===== config.mk =====
export PLATFORM = sky130hd
export DESIGN_NAME = ncobhs_top
export DESIGN_NICKNAME = d
export VERILOG_FILES = /design/src/ncobhs_pkg.sv /design/src/ncobhs_sync2.sv /design/src/ncobhs_phase_acc.sv /design/src/ncobhs_top.sv
export SDC_FILE = /design/constraint.sdc
export NUM_CORES = 2
export LEC_CHECK = 0
export BUFFER_PORTS_ARGS = -buffer_cell sky130_fd_sc_hd__buf_2
export CORE_AREA = 3 3 341 343
export CTS_CLUSTER_DIAMETER = 50
export DETAILED_ROUTE_END_ITERATION = 7
export DIE_AREA = 0 0 344 346
export PLACE_DENSITY = 0.78
export SETUP_SLACK_MARGIN = 0.1
export SLEW_MARGIN = 20
export SYNTH_ARGS = -nofsm -noshare
export SYNTH_HDL_FRONTEND = slang
export SYNTH_SLANG_ARGS = --single-unit

===== constraint.sdc =====
create_clock -name i_ref_clk -period 30.8 [get_ports i_ref_clk]
set_input_delay 6.16 -clock i_ref_clk [delete_from_list [all_inputs] [get_ports i_ref_clk]]
set_output_delay 6.16 -clock i_ref_clk [all_outputs]
set_load 0.02 [all_outputs]

===== src/ncobhs_pkg.sv =====
// constants shared by the nco bank with hop select
package ncobhs_pkg;

  localparam int NCOBHS_NUM_NCO = 4;
  localparam int NCOBHS_ADDR_W  = 8;
  localparam int NCOBHS_LUT_W   = 8;
  localparam int NCOBHS_RDIV_W  = 16;
  localparam int NCOBHS_RDIV_SHIFT = 6;
  localparam int NCOBHS_RAT_W   = NCOBHS_RDIV_W + NCOBHS_RDIV_SHIFT;

  localparam logic [7:0] NCOBHS_CTRL_OFFSET   = 8'h00;
  localparam logic [7:0] NCOBHS_RDIV_OFFSET   = 8'h04;
  localparam logic [7:0] NCOBHS_STATUS_OFFSET = 8'h08;
  localparam logic [7:0] NCOBHS_FREQ_A_BASE   = 8'h40;
  localparam logic [7:0] NCOBHS_FREQ_B_BASE   = 8'h50;
  localparam logic [7:0] NCOBHS_PHASE_A_BASE  = 8'h60;
  localparam logic [7:0] NCOBHS_PHASE_B_BASE  = 8'h70;

  localparam int NCOBHS_CTRL_SRC_BIT       = 0;
  localparam int NCOBHS_CTRL_SEL_A_LSB     = 1;
  localparam int NCOBHS_CTRL_SEL_B_LSB     = 3;
  localparam int NCOBHS_CTRL_SYNC_INIT_BIT = 5;
  localparam int NCOBHS_CTRL_SYNC_NEXT_BIT = 6;

  localparam logic        NCOBHS_SRC_PINS    = 1'b1;
  localparam logic        NCOBHS_SRC_RESET   = 1'b0;
  localparam logic [1:0]  NCOBHS_SEL_RESET   = 2'h0;
  localparam logic [15:0] NCOBHS_RDIV_BASIC  = 16'h0000;
  localparam logic [31:0] NCOBHS_FREQ_RESET  = 32'h00000000;
  localparam logic [15:0] NCOBHS_PHASE_RESET = 16'h0000;

  localparam logic [1:0] NCOBHS_RESP_OKAY   = 2'h0;
  localparam logic [1:0] NCOBHS_RESP_SLVERR = 2'h2;

  // quarter wave of sine, 16 points, amplitude 127
  localparam logic [7:0] NCOBHS_SIN_LUT [16] = '{
    8'h00, 8'h0C, 8'h19, 8'h25, 8'h31, 8'h3C, 8'h47, 8'h51,
    8'h5A, 8'h62, 8'h6A, 8'h70, 8'h75, 8'h7A, 8'h7D, 8'h7E
  };

endpackage


===== src/ncobhs_sync2.sv =====
// two flip-flop synchroniser for asynchronous pins
`timescale 1ns/1ps
module ncobhs_sync2 #(
  parameter int WIDTH = 1
) (
  input  wire logic             i_ref_clk,
  input  wire logic             i_reset,
  input  wire logic [WIDTH-1:0] i_async,
  output logic      [WIDTH-1:0] o_sync
);

  logic [WIDTH-1:0] meta;

  // meta feeds only the second stage
  always_ff @(posedge i_ref_clk or posedge i_reset) begin
    if (i_reset) begin
      meta   <= '0;
      o_sync <= '0;
    end else begin
      meta   <= i_async;
      o_sync <= meta;
    end
  end

endmodule


===== src/ncobhs_phase_acc.sv =====
// one free-running phase accumulator with phase offset
`timescale 1ns/1ps
module ncobhs_phase_acc (
  input  wire logic        i_ref_clk,
  input  wire logic        i_reset,
  input  wire logic        i_restart,
  input  wire logic [31:0] i_freq_word,
  input  wire logic [15:0] i_phase_offset,
  output logic      [31:0] o_phase
);

  logic [31:0] acc;

  // runs every sample whether selected or not
  always_ff @(posedge i_ref_clk or posedge i_reset) begin
    if (i_reset) begin
      acc <= 32'h00000000;
    end else if (i_restart) begin
      acc <= 32'h00000000;
    end else begin
      acc <= acc + i_freq_word;
    end
  end

  // offset is left-justified into the 32-bit phase
  always_ff @(posedge i_ref_clk or posedge i_reset) begin
    if (i_reset) begin
      o_phase <= 32'h00000000;
    end else begin
      o_phase <= acc + {i_phase_offset, 16'h0000};
    end
  end

endmodule


===== src/ncobhs_top.sv =====
// nco bank with fast hop select for two down-converter channels
//
// Notes on behaviour
// - four independent ncos per channel, each channel with its own two select pins
// - unselected accumulators keep running so re-selection keeps continuous phase
// - in pin mode a change on a channel's select pins switches its nco
// - select pins are asynchronous; hop sample is not repeatable
// - source bit 1 selects by pins, 0 (default) by register field
// - two-bit value, upper bit msb, picks nco 0 to 3; other source ignored
// - each setting drives its own accumulator with own frequency and offset
// - divider zero: 32-bit word, fout = word * 2^-32 * fs
// - rewriting a running frequency word leaves phase undefined until resync
// - divider nonzero: accumulator wraps every 64 times divider samples
// - 16-bit offset placed in upper half and added to accumulator
// - phase reset on link init or sysref, chosen by two control bits
// - link sync input triggers nco sync also in 64b/66b modes
// - with link-init sync enabled, sync deassertion aligns all ncos
// - armed next-sysref bit makes one following sysref pulse align ncos
// - selected nco output multiplies the real sample stream
//
// Chosen here: the AXI4-Lite slave port and the register offsets.
`timescale 1ns/1ps
module ncobhs_top #(
  parameter int SAMPLE_W = 12
) (
  input  wire logic                  i_ref_clk,
  input  wire logic                  i_reset,
  input  wire logic [7:0]            i_axi_awaddr,
  input  wire logic                  i_axi_awvalid,
  output logic                       o_axi_awready,
  input  wire logic [31:0]           i_axi_wdata,
  input  wire logic [3:0]            i_axi_wstrb,
  input  wire logic                  i_axi_wvalid,
  output logic                       o_axi_wready,
  output logic [1:0]                 o_axi_bresp,
  output logic                       o_axi_bvalid,
  input  wire logic                  i_axi_bready,
  input  wire logic [7:0]            i_axi_araddr,
  input  wire logic                  i_axi_arvalid,
  output logic                       o_axi_arready,
  output logic [31:0]                o_axi_rdata,
  output logic [1:0]                 o_axi_rresp,
  output logic                       o_axi_rvalid,
  input  wire logic                  i_axi_rready,
  input  wire logic                  i_chan_a_hop_sel_bit0,
  input  wire logic                  i_chan_a_hop_sel_bit1,
  input  wire logic                  i_chan_b_hop_sel_bit0,
  input  wire logic                  i_chan_b_hop_sel_bit1,
  input  wire logic                  i_sysref,
  input  wire logic                  i_link_sync_n,
  input  wire logic                  i_link_enable,
  input  wire logic [SAMPLE_W-1:0]   i_sample,
  output logic signed [SAMPLE_W+7:0] o_chan_a_i,
  output logic signed [SAMPLE_W+7:0] o_chan_a_q,
  output logic signed [SAMPLE_W+7:0] o_chan_b_i,
  output logic signed [SAMPLE_W+7:0] o_chan_b_q,
  output logic [1:0]                 o_chan_a_active,
  output logic [1:0]                 o_chan_b_active,
  output logic                       o_nco_sync
);

  localparam int PROD_W = SAMPLE_W + ncobhs_pkg::NCOBHS_LUT_W;
  localparam int NNCO   = ncobhs_pkg::NCOBHS_NUM_NCO;
  localparam int RAT_W  = ncobhs_pkg::NCOBHS_RAT_W;

  logic [5:0]        pins_s;
  logic              sysref_s;
  logic              sync_n_s;
  logic [1:0]        pin_sel_a;
  logic [1:0]        pin_sel_b;
  logic              sysref_q;
  logic              sync_n_q;
  logic              hop_select_source;
  logic [1:0]        chan_a_soft_select;
  logic [1:0]        chan_b_soft_select;
  logic              sync_on_link_init;
  logic              sync_on_next_sysref;
  logic [15:0]       rational_step_divider;
  logic [31:0]       chan_a_freq_word [NNCO];
  logic [31:0]       chan_b_freq_word [NNCO];
  logic [15:0]       chan_a_phase_offset [NNCO];
  logic [15:0]       chan_b_phase_offset [NNCO];
  logic [31:0]       acc_phase_a [NNCO];
  logic [31:0]       acc_phase_b [NNCO];
  logic [7:0]        aw_addr;
  logic [31:0]       w_data;
  logic [3:0]        w_strb;
  logic              wr_go;
  logic              wr_ctrl;
  logic [31:0]       rd_word;
  logic [RAT_W-1:0]  rat_cnt;
  logic [RAT_W-1:0]  rat_top;
  logic              rat_wrap;
  logic              link_fire;
  logic              sysref_fire;
  logic              sync_fire;
  logic              acc_restart;
  logic [7:0]        sync_count;
  logic [5:0]        lut_a;
  logic [5:0]        lut_b;

  // pins come from outside the clock domain
  ncobhs_sync2 #(
    .WIDTH (6)
  ) u_pin_sync (
    .i_ref_clk (i_ref_clk),
    .i_reset   (i_reset),
    .i_async   ({i_sysref, i_link_sync_n, i_chan_b_hop_sel_bit1, i_chan_b_hop_sel_bit0,
                 i_chan_a_hop_sel_bit1, i_chan_a_hop_sel_bit0}),
    .o_sync    (pins_s)
  );

  assign pin_sel_a = pins_s[1:0];
  assign pin_sel_b = pins_s[3:2];
  assign sync_n_s  = pins_s[4];
  assign sysref_s  = pins_s[5];

  function automatic logic [31:0] merge(input logic [31:0] old, input logic [31:0] nw,
                                        input logic [3:0] strb);
    logic [31:0] r;
    r = old;
    for (int b = 0; b < 4; b++) begin
      if (strb[b]) begin
        r[8*b +: 8] = nw[8*b +: 8];
      end
    end
    return r;
  endfunction

  function automatic logic mapped(input logic [7:0] a);
    return (a[7:4] == 4'h0 && a[3:2] != 2'h3) || (a[7:6] == 2'h1);
  endfunction

  function automatic logic signed [7:0] sin_lut(input logic [5:0] p);
    logic [3:0] idx;
    logic [7:0] mag;
    idx = p[4] ? 4'h0 - p[3:0] : p[3:0];
    mag = ncobhs_pkg::NCOBHS_SIN_LUT[idx];
    // the mirrored half must reach the peak, which the table itself does not hold
    if (p[4] && p[3:0] == 4'h0) begin
      mag = 8'h7F;
    end
    return p[5] ? -mag : mag;
  endfunction

  function automatic logic signed [PROD_W-1:0] mix(input logic signed [SAMPLE_W-1:0] s,
                                                  input logic signed [7:0] c);
    logic signed [PROD_W-1:0] se;
    logic signed [PROD_W-1:0] ce;
    se = s;
    ce = c;
    return se * ce;
  endfunction

  // write side: address and data taken in either order, response after both
  assign wr_go   = !o_axi_awready && !o_axi_wready && !o_axi_bvalid;
  assign wr_ctrl = wr_go && aw_addr == ncobhs_pkg::NCOBHS_CTRL_OFFSET && w_strb[0];

  always_ff @(posedge i_ref_clk or posedge i_reset) begin
    if (i_reset) begin
      o_axi_awready <= 1'b1;
      o_axi_wready  <= 1'b1;
      o_axi_bvalid  <= 1'b0;
      o_axi_bresp   <= ncobhs_pkg::NCOBHS_RESP_OKAY;
      aw_addr       <= 8'h00;
      w_data        <= 32'h00000000;
      w_strb        <= 4'h0;
    end else begin
      if (o_axi_awready && i_axi_awvalid) begin
        aw_addr       <= i_axi_awaddr;
        o_axi_awready <= 1'b0;
      end
      if (o_axi_wready && i_axi_wvalid) begin
        w_data       <= i_axi_wdata;
        w_strb       <= i_axi_wstrb;
        o_axi_wready <= 1'b0;
      end
      if (wr_go) begin
        o_axi_bvalid <= 1'b1;
        o_axi_bresp  <= mapped(aw_addr) ? ncobhs_pkg::NCOBHS_RESP_OKAY
                                        : ncobhs_pkg::NCOBHS_RESP_SLVERR;
      end
      if (o_axi_bvalid && i_axi_bready) begin
        o_axi_bvalid  <= 1'b0;
        o_axi_awready <= 1'b1;
        o_axi_wready  <= 1'b1;
      end
    end
  end

  always_ff @(posedge i_ref_clk or posedge i_reset) begin
    if (i_reset) begin
      hop_select_source     <= ncobhs_pkg::NCOBHS_SRC_RESET;
      chan_a_soft_select    <= ncobhs_pkg::NCOBHS_SEL_RESET;
      chan_b_soft_select    <= ncobhs_pkg::NCOBHS_SEL_RESET;
      sync_on_link_init     <= 1'b0;
      rational_step_divider <= ncobhs_pkg::NCOBHS_RDIV_BASIC;
    end else begin
      if (wr_ctrl) begin
        hop_select_source  <= w_data[ncobhs_pkg::NCOBHS_CTRL_SRC_BIT];
        chan_a_soft_select <= w_data[ncobhs_pkg::NCOBHS_CTRL_SEL_A_LSB +: 2];
        chan_b_soft_select <= w_data[ncobhs_pkg::NCOBHS_CTRL_SEL_B_LSB +: 2];
        sync_on_link_init  <= w_data[ncobhs_pkg::NCOBHS_CTRL_SYNC_INIT_BIT];
      end
      if (wr_go && aw_addr == ncobhs_pkg::NCOBHS_RDIV_OFFSET) begin
        rational_step_divider <= 16'(merge({16'h0000, rational_step_divider}, w_data, w_strb));
      end
    end
  end

  // a software write wins over the disarm that a sysref causes in the same cycle
  always_ff @(posedge i_ref_clk or posedge i_reset) begin
    if (i_reset) begin
      sync_on_next_sysref <= 1'b0;
    end else if (wr_ctrl) begin
      sync_on_next_sysref <= w_data[ncobhs_pkg::NCOBHS_CTRL_SYNC_NEXT_BIT];
    end else if (sysref_fire) begin
      sync_on_next_sysref <= 1'b0;
    end
  end

  // frequency rewrites take effect at once; phase coherence needs a resync
  always_ff @(posedge i_ref_clk or posedge i_reset) begin
    if (i_reset) begin
      for (int k = 0; k < NNCO; k++) begin
        chan_a_freq_word[k]    <= ncobhs_pkg::NCOBHS_FREQ_RESET;
        chan_b_freq_word[k]    <= ncobhs_pkg::NCOBHS_FREQ_RESET;
        chan_a_phase_offset[k] <= ncobhs_pkg::NCOBHS_PHASE_RESET;
        chan_b_phase_offset[k] <= ncobhs_pkg::NCOBHS_PHASE_RESET;
      end
    end else if (wr_go) begin
      for (int k = 0; k < NNCO; k++) begin
        if (aw_addr == ncobhs_pkg::NCOBHS_FREQ_A_BASE + 8'(4 * k)) begin
          chan_a_freq_word[k] <= merge(chan_a_freq_word[k], w_data, w_strb);
        end
        if (aw_addr == ncobhs_pkg::NCOBHS_FREQ_B_BASE + 8'(4 * k)) begin
          chan_b_freq_word[k] <= merge(chan_b_freq_word[k], w_data, w_strb);
        end
        if (aw_addr == ncobhs_pkg::NCOBHS_PHASE_A_BASE + 8'(4 * k)) begin
          chan_a_phase_offset[k] <= 16'(merge({16'h0000, chan_a_phase_offset[k]}, w_data,
                                              w_strb));
        end
        if (aw_addr == ncobhs_pkg::NCOBHS_PHASE_B_BASE + 8'(4 * k)) begin
          chan_b_phase_offset[k] <= 16'(merge({16'h0000, chan_b_phase_offset[k]}, w_data,
                                              w_strb));
        end
      end
    end
  end

  // read side: one-cycle answer
  always_comb begin
    rd_word = 32'h00000000;
    if (i_axi_araddr[7:2] == ncobhs_pkg::NCOBHS_CTRL_OFFSET[7:2]) begin
      rd_word = {25'h0000000, sync_on_next_sysref, sync_on_link_init, chan_b_soft_select,
                 chan_a_soft_select, hop_select_source};
    end else if (i_axi_araddr[7:2] == ncobhs_pkg::NCOBHS_RDIV_OFFSET[7:2]) begin
      rd_word = {16'h0000, rational_step_divider};
    end else if (i_axi_araddr[7:2] == ncobhs_pkg::NCOBHS_STATUS_OFFSET[7:2]) begin
      rd_word = {16'h0000, sync_count, 3'h0, sync_on_next_sysref, o_chan_b_active,
                 o_chan_a_active};
    end else if (i_axi_araddr[7:4] == ncobhs_pkg::NCOBHS_FREQ_A_BASE[7:4]) begin
      rd_word = chan_a_freq_word[i_axi_araddr[3:2]];
    end else if (i_axi_araddr[7:4] == ncobhs_pkg::NCOBHS_FREQ_B_BASE[7:4]) begin
      rd_word = chan_b_freq_word[i_axi_araddr[3:2]];
    end else if (i_axi_araddr[7:4] == ncobhs_pkg::NCOBHS_PHASE_A_BASE[7:4]) begin
      rd_word = {16'h0000, chan_a_phase_offset[i_axi_araddr[3:2]]};
    end else if (i_axi_araddr[7:4] == ncobhs_pkg::NCOBHS_PHASE_B_BASE[7:4]) begin
      rd_word = {16'h0000, chan_b_phase_offset[i_axi_araddr[3:2]]};
    end
  end

  always_ff @(posedge i_ref_clk or posedge i_reset) begin
    if (i_reset) begin
      o_axi_arready <= 1'b1;
      o_axi_rvalid  <= 1'b0;
      o_axi_rdata   <= 32'h00000000;
      o_axi_rresp   <= ncobhs_pkg::NCOBHS_RESP_OKAY;
    end else if (o_axi_arready && i_axi_arvalid) begin
      o_axi_arready <= 1'b0;
      o_axi_rvalid  <= 1'b1;
      o_axi_rdata   <= rd_word;
      o_axi_rresp   <= mapped(i_axi_araddr) ? ncobhs_pkg::NCOBHS_RESP_OKAY
                                            : ncobhs_pkg::NCOBHS_RESP_SLVERR;
    end else if (o_axi_rvalid && i_axi_rready) begin
      o_axi_rvalid  <= 1'b0;
      o_axi_arready <= 1'b1;
    end
  end

  // sync triggers from link sync deassertion or an armed sysref edge
  always_ff @(posedge i_ref_clk or posedge i_reset) begin
    if (i_reset) begin
      sysref_q <= 1'b0;
      sync_n_q <= 1'b0;
    end else begin
      sysref_q <= sysref_s;
      sync_n_q <= sync_n_s;
    end
  end

  // encoding mode is not looked at, so 64b/66b links trigger the same way
  assign link_fire   = sync_on_link_init && i_link_enable && sync_n_s && !sync_n_q;
  assign sysref_fire = sync_on_next_sysref && sysref_s && !sysref_q;
  assign sync_fire   = link_fire || sysref_fire;

  always_ff @(posedge i_ref_clk or posedge i_reset) begin
    if (i_reset) begin
      o_nco_sync <= 1'b0;
      sync_count <= 8'h00;
    end else begin
      o_nco_sync <= sync_fire;
      if (sync_fire) begin
        sync_count <= sync_count + 8'h01;
      end
    end
  end

  // rational mode: the whole bank restarts every 64 * divider samples
  assign rat_top  = {rational_step_divider, 6'h00} - 22'h000001;
  assign rat_wrap = rational_step_divider != ncobhs_pkg::NCOBHS_RDIV_BASIC
                    && rat_cnt == rat_top;

  always_ff @(posedge i_ref_clk or posedge i_reset) begin
    if (i_reset) begin
      rat_cnt <= 22'h000000;
    end else if (sync_fire || rat_wrap
                 || rational_step_divider == ncobhs_pkg::NCOBHS_RDIV_BASIC) begin
      rat_cnt <= 22'h000000;
    end else begin
      rat_cnt <= rat_cnt + 22'h000001;
    end
  end

  assign acc_restart = sync_fire || rat_wrap;

  for (genvar g = 0; g < NNCO; g++) begin : g_nco
    ncobhs_phase_acc u_acc_a (
      .i_ref_clk      (i_ref_clk),
      .i_reset        (i_reset),
      .i_restart      (acc_restart),
      .i_freq_word    (chan_a_freq_word[g]),
      .i_phase_offset (chan_a_phase_offset[g]),
      .o_phase        (acc_phase_a[g])
    );
    ncobhs_phase_acc u_acc_b (
      .i_ref_clk      (i_ref_clk),
      .i_reset        (i_reset),
      .i_restart      (acc_restart),
      .i_freq_word    (chan_b_freq_word[g]),
      .i_phase_offset (chan_b_phase_offset[g]),
      .o_phase        (acc_phase_b[g])
    );
  end

  always_ff @(posedge i_ref_clk or posedge i_reset) begin
    if (i_reset) begin
      o_chan_a_active <= 2'h0;
      o_chan_b_active <= 2'h0;
    end else begin
      o_chan_a_active <= hop_select_source == ncobhs_pkg::NCOBHS_SRC_PINS ? pin_sel_a
                                                : chan_a_soft_select;
      o_chan_b_active <= hop_select_source == ncobhs_pkg::NCOBHS_SRC_PINS ? pin_sel_b
                                                : chan_b_soft_select;
    end
  end

  // only the top six phase bits address the table; spur level is traded for area
  assign lut_a = acc_phase_a[o_chan_a_active][31:26];
  assign lut_b = acc_phase_b[o_chan_b_active][31:26];

  always_ff @(posedge i_ref_clk or posedge i_reset) begin
    if (i_reset) begin
      o_chan_a_i <= '0;
      o_chan_a_q <= '0;
      o_chan_b_i <= '0;
      o_chan_b_q <= '0;
    end else begin
      o_chan_a_i <= mix(i_sample, sin_lut(lut_a + 6'h10));
      o_chan_a_q <= -mix(i_sample, sin_lut(lut_a));
      o_chan_b_i <= mix(i_sample, sin_lut(lut_b + 6'h10));
      o_chan_b_q <= -mix(i_sample, sin_lut(lut_b));
    end
  end
endmodule


# Yosys cells after proc, flatten, opt, wreduce, memory -nomap -nowiden
# Memory sizes are Yosys's and may differ from the RTL's.
# Index checks and enable logic that the tools add are counted.
[word_totals]
reg_bits = 1133
rom_bits = 512
input_bits = 78
out_inout_bits = 126
elab_cells = 343
n_memories = 4
[op_classes]
n_addsub = 31
multipliers = 4
order_cmp = 7
eq_ne = 28
mux = 70
bitwise_logic = 7
reduce_logical = 97
[memory_table]
columns = ["memory", "depth", "word_bits", "rd", "rd_clocked_by_memory_dff", "write_ports", "line", "source"]
rows = [
  ["(name not given)", 16, 8, 1, 0, 0, "ncobhs_top.sv:138", "mag = ncobhs_pkg::NCOBHS_SIN_LUT[idx];"],
  ["(name not given)", 16, 8, 1, 0, 0, "ncobhs_top.sv:138", ""],
  ["(name not given)", 16, 8, 1, 0, 0, "ncobhs_top.sv:138", ""],
  ["(name not given)", 16, 8, 1, 0, 0, "ncobhs_top.sv:138", ""],
]
[op_table]
columns = ["op", "count"]
rows = [
  ["$mux W32", 21],
  ["$add A32 B32 Y32", 16],
  ["$bmux W32 S2", 4],
  ["$reduce_and A3 Y1", 48],
  ["$eq A8 B7 Y1 const B", 16],
  ["$mux W8", 16],
  ["$mux W16", 6],
  ["$mul A12 B8 Y20", 4],
  ["$bmux W16 S2", 2],
  ["$neg A20 Y20", 2],
  ["$neg A8 Y8", 4],
  ["$logic_not A4 Y1", 6],
  ["$add A22 B1 Y22 const B", 1],
  ["$eq A22 B22 Y1", 1],
  ["$logic_and A1 B1 Y1", 22],
  ["$mux W22", 1],
  ["$sub A22 B1 Y22 const B", 1],
  ["$ge A5 B5 Y1 const B", 4],
  ["$not A4 Y5", 4],
  ["$eq A4 B3 Y1 const B", 4],
  ["$logic_not A16 Y1", 1],
  ["$mux W4", 4],
  ["$reduce_bool A16 Y1", 1],
  ["$sub A1 B4 Y4 const A", 4],
  ["17 further kinds", 51],
]

# Depth between registers and ports, before layout
[depth]
word_depth = 15
mapped_depth = 35
depth_no_buf = 33

# Modules after synthesis
# From an unflattened synthesis, not the netlist that was laid out.
[unflattened]
hier_cells = 7198
hier_area_um2 = 76429.6
[by_module_without_submodules]
columns = ["mod", "instances", "cells_per_inst", "area_each_um2", "seq_area_each_um2"]
rows = [
  ["ncobhs_top", 1, 3762, 42832.3, 15193.3],
  ["ncobhs_phase_acc (g_nco[2].u_acc_a ...)", 3, 413, 4115.2, 1601.5],
  ["ncobhs_phase_acc (g_nco[0].u_acc_b ...)", 2, 434, 4156.5, 1601.5],
  ["ncobhs_phase_acc (g_nco[0].u_acc_a)", 1, 464, 4334.2, 1601.5],
  ["ncobhs_phase_acc (g_nco[3].u_acc_b)", 1, 441, 4189.0, 1601.5],
  ["ncobhs_phase_acc (g_nco[1].u_acc_b)", 1, 411, 4111.4, 1601.5],
  ["ncobhs_sync2", 1, 13, 304.0, 300.3],
]

# Least setup slack after synthesis
# OpenSTA, ideal clock, no wires.
[synth_timing]
path_kind = "input port to flip-flop"
startpoint = "input port i_sample[11]"
endpoint = "register o_chan_b_q[19]"
setup_ns = 0.080
arrival_time_ns = 11.038
required_time_ns = 30.720
path_slack_ns = 19.682
cell_stages = 18
path_buffers = 2
path_cell_list = "clkbuf_1 -> buf_1 -> nand2_1 -> fa_1 -> inv_1 -> fa_1 -> inv_1 -> fa_1 -> fa_1 -> ha_1 -> ha_1 -> and2_1 -> o21ai_0 -> o21ai_0 -> or4_1 -> a31o_2 -> a21oi_1 -> xnor2_1"
[synth_between]
elab_chain_cells = 2
[synth_lines]
columns = ["item", "line", "source"]
rows = [
  ["start: declaration", "ncobhs_top.sv:52", "input wire logic [SAMPLE_W-1:0] i_sample,"],
  ["$mul A12 B8 Y20", "ncobhs_top.sv:152", "return se * ce;"],
  ["$neg A20 Y20", "ncobhs_top.sv:382", "o_chan_b_q <= -mix(i_sample, sin_lut(lut_b));"],
  ["end signal: assignment", "ncobhs_top.sv:382", ""],
  ["end: declaration", "ncobhs_top.sv:56", "output logic signed [SAMPLE_W+7:0] o_chan_b_q,"],
]
# No other way between the ends.
# A chain may end at the register's enable or synchronous reset.

# Worst setup path after layout
[layout_timing]
startpoint = "input port i_sample[4]"
endpoint = "register o_chan_b_q[19]"
# The elaborated chain is that of the path after synthesis.

==> flow_summary.yaml <==
run_status:
  outcome: "finished clean"
timing:
  setup_ws_ns: 19.73
  period_minus_slack_ns: 11.07
  hold_viol: 0
  rsz0062_at_grt: "no"
  finalSetupViolCount: 0
  drv_slew: 0
  fin_crit_sh_pct: 35.95
  fmax_mhz: 90.30
  tns_ns: 0
  tightest_slew_ns: 1.247
  relSlewSlack_pct: 16.88
  skew_ns: 0.03212
logic_synthesis:
  ys_seq_area_share_pct: 35.12
  async_reset_ff_share_pct: 100.0
  yosysWarnings: 0
  ys_types: 93
  ys_top_cells_by_count: "920 x dfrtp_1, 571 x ha_1, 519 x inv_1"
  ys_ff_latch: 923
  ys_top_cells_by_area: "dfrtp_1 35%, ha_1 11%, fa_1 9.6%, mux2_2 7.7%, mux4_2 3.8%"
  synth_ff_type: "dfrtp_1"
  synth_top_area_share_pct: 35.00
  synth-edff-count: 0
  syn_inst: 6257
  syn_avg_cell_area_um2: 10.51
  yosysTopAreaCell: "dfrtp_1"
  synth_most_common_cell: "dfrtp_1"
  synth_area_um2: 65780
critical_path:
  required_ns: 31.45
  crit_path_max_fanout: 32
  rr_startpoint: "o_chan_b_active[0]"
  slowest_stage: "buf_2"
  criticalPathCategory: "input pin to register"
  cp_top_family: "adder cells"
  worst-r2r-setup-slack_ns: 20.41
  slowest_delay_ns: 0.55
  r2r_end: "o_chan_b_q[19]"
  cp_num_buf_inv: 4
  ff2ff_path_depth: 30
  endpoint_kind: "register"
  arrival_ns: 11.72
  startpoint_type: "input pin"
  cp_cell_sequence: "buf_2 -> nand2_1 -> fa_1 -> fa_1 -> inv_1 -> ha_1 -> fa_1 -> inv_1 -> ha_1 -> ha_1 -> a21oi_1 -> inv_1 -> o21ai_0 -> a21oi_1 -> o41ai_1 -> o21ai_0 -> or4_1 -> a31o_2 -> a21oi_1 -> xnor2_1"
routing:
  drt_pre_antenna_iters: 6
  wl_um: 182000
  via_per_inst: 6.174
  drc_errors: 0
  drtAntennaViolNets: 0
  first_iter_violations: 4350
  via_count: 49610
  wl_per_cell_um: 22.65
cts:
  cts_buffers: 114
  cts_resized: 0
  postCtsSetupBuffers: 0
  cts_tree: "built"
  htree_levels: 3
  root_buffer: "clkbuf_16"
  ctsLongestPathBuffers: 3
  cts_hold_buf: 0
  cts_num_sinks: 923
  clk_latency_ns: 0.75
  clk_pin_slew_ns: 0.06
die:
  ios: 204
  core_area_um2: 113900
  dieArea_um2: 119000
  die_h_um: 346
  start_util_pct: 57.76
  dieWidth_um: 344
  num_rows: 124
placed_design:
  gp_congestion: 0.9862
  dp.cells: 7811
  port_buffers: 199
  hpwl_um: 135300
  place_ws_ns: 19.16
final_layout:
  syn_to_final_growth_pct: 10.17
  drive_gt1_share_pct: 17.02
  fin_cells: 8035
  nets: 7381
global_route:
  grt_max_degree: 192
  grt_pass1_wl_um: 284000
  grt_pass1_vias: 50000
  grt.total_usage_pct: 30.63
  grt_antenna_before_repair: 12
  overflow: 0
hold_path:
  min_to: "u_pin_sync.o_sync[5]"
  hold_depth: 0
  hp-start: "u_pin_sync.meta[5]"
  min_path_type: "register to register"
run:
  maxCapViolCount: 0
[logic make-up after synthesis]
family / Yosys count / synth area share (%)
AO/OA/AOI/OAI: 1091 / 10.97
XOR/XNOR: 395 / 5.271
adder cells (fa/ha/maj): 887 / 20.48
buffers and inverters: 735 / 4.398
flip-flops: 923 / 35.12
multiplexers: 592 / 11.96
other: 1 / 0.005701
AND/OR/NAND/NOR: 1633 / 11.80
[worst reg2reg max path, delay by kind of cell (launching register included)]
family	cells	cell delay (ns)
adders and majority gates	8	2.87
AOI/OAI and AO/OA	9	2.01
and+or+nand+nor	4	1.46
muxes	2	1.25
xor gates and xnor gates	2	0.99
DFF	1	0.89
buffers and inverters	5	0.83
[metrics by stage]
| step | util (%) | hold slack [ns] | instance area, um^2 |
|---|---|---|---|
| after floorplan | - | 0.3312 | 65780 |
| after global placement | 59.91 | 0.3362 | 68220 |
| after detailed placement | 59.91 | 0.3347 | 68220 |
| after CTS | 63.55 | 0.3482 | 72370 |
| after global routing | 63.62 | 0.3495 | 72450 |
| final | 63.63 | 0.3477 | 72460 |
[metal layers]
| metal | track usage [%] | share of wire, % | wire [um] |
|---|---|---|---|
| met1 | 40.55 | 40 | 72900 |
| met2 | 47.97 | 46 | 82850 |
| met3 | 7.198 | 9.4 | 17200 |
| met4 | 13.98 | 5.0 | 9042 |
| met5 | 0 | 0.015 | 27 |
[worst max-delay path by stage]
stage	endpoint	depth (start not counted)	from	slack, ns
2_1_floorplan	aw_addr[0]	1	i_reset	11.94
3_3_place_gp	o_chan_a_q[18]	19	i_sample[0]	19.24
3_5_place_dp	o_chan_b_q[19]	20	i_sample[4]	19.16
4_1_cts	o_chan_b_q[19]	20	i_sample[4]	19.83
5_1_grt	o_chan_b_q[19]	20	i_sample[4]	19.25
6_report	o_chan_b_q[19]	20	i_sample[4]	19.73
[area by class of cell]
cell class | instances | area (um^2)
Tap cell | 1512 | 1892
Clock buffer | 141 | 3156
Sequential cell | 923 | 23100
Inverter | 519 | 1952
Timing Repair Buffer | 258 | 1500
Clock inverter | 73 | 996.0
Antenna cell | 9 | 22.52
Fill cell | 8750 | 41410
Multi-Input combinational cell | 4600 | 39840
[cell usage in the layout (no fill, tap or decap), types with 160 or more instances in the layout]
cell / netlist / final
nor2_1: 511 / 511
nand2_1: 404 / 402
xnor2_1: 234 / 231
buf_2: 23 / 197
dfrtp_1: 920 / 919
ha_1: 571 / 571
fa_1: 316 / 316
inv_1: 519 / 518
o21ai_0: 221 / 220
mux2_2: 451 / 451
and2_1: 206 / 206
xor2_1: 160 / 160
a21oi_1: 282 / 281
[flip-flops by register name (all words and copies together) (netlist names), 4 cells and up]
signal and flops:
rat_cnt 22, w_strb 4, chan_a_phase_offset 64, o_chan_b_q 20
g_nco.u_acc_a.acc 128, aw_addr 8, o_chan_b_i 20, o_axi_rdata 32
sync_count 8, chan_b_freq_word 128, g_nco.u_acc_a.o_phase 24, chan_b_phase_offset 64
u_pin_sync.o_sync 6, o_chan_a_i 20, g_nco.u_acc_b.acc 128, w_data 32
u_pin_sync.meta 6, chan_a_freq_word 128, o_chan_a_q 20, rational_step_divider 16
g_nco.u_acc_b.o_phase 24
Power is not shown: default switching activity piles up to over one toggle a cycle in this logic, so the estimate is an artifact.
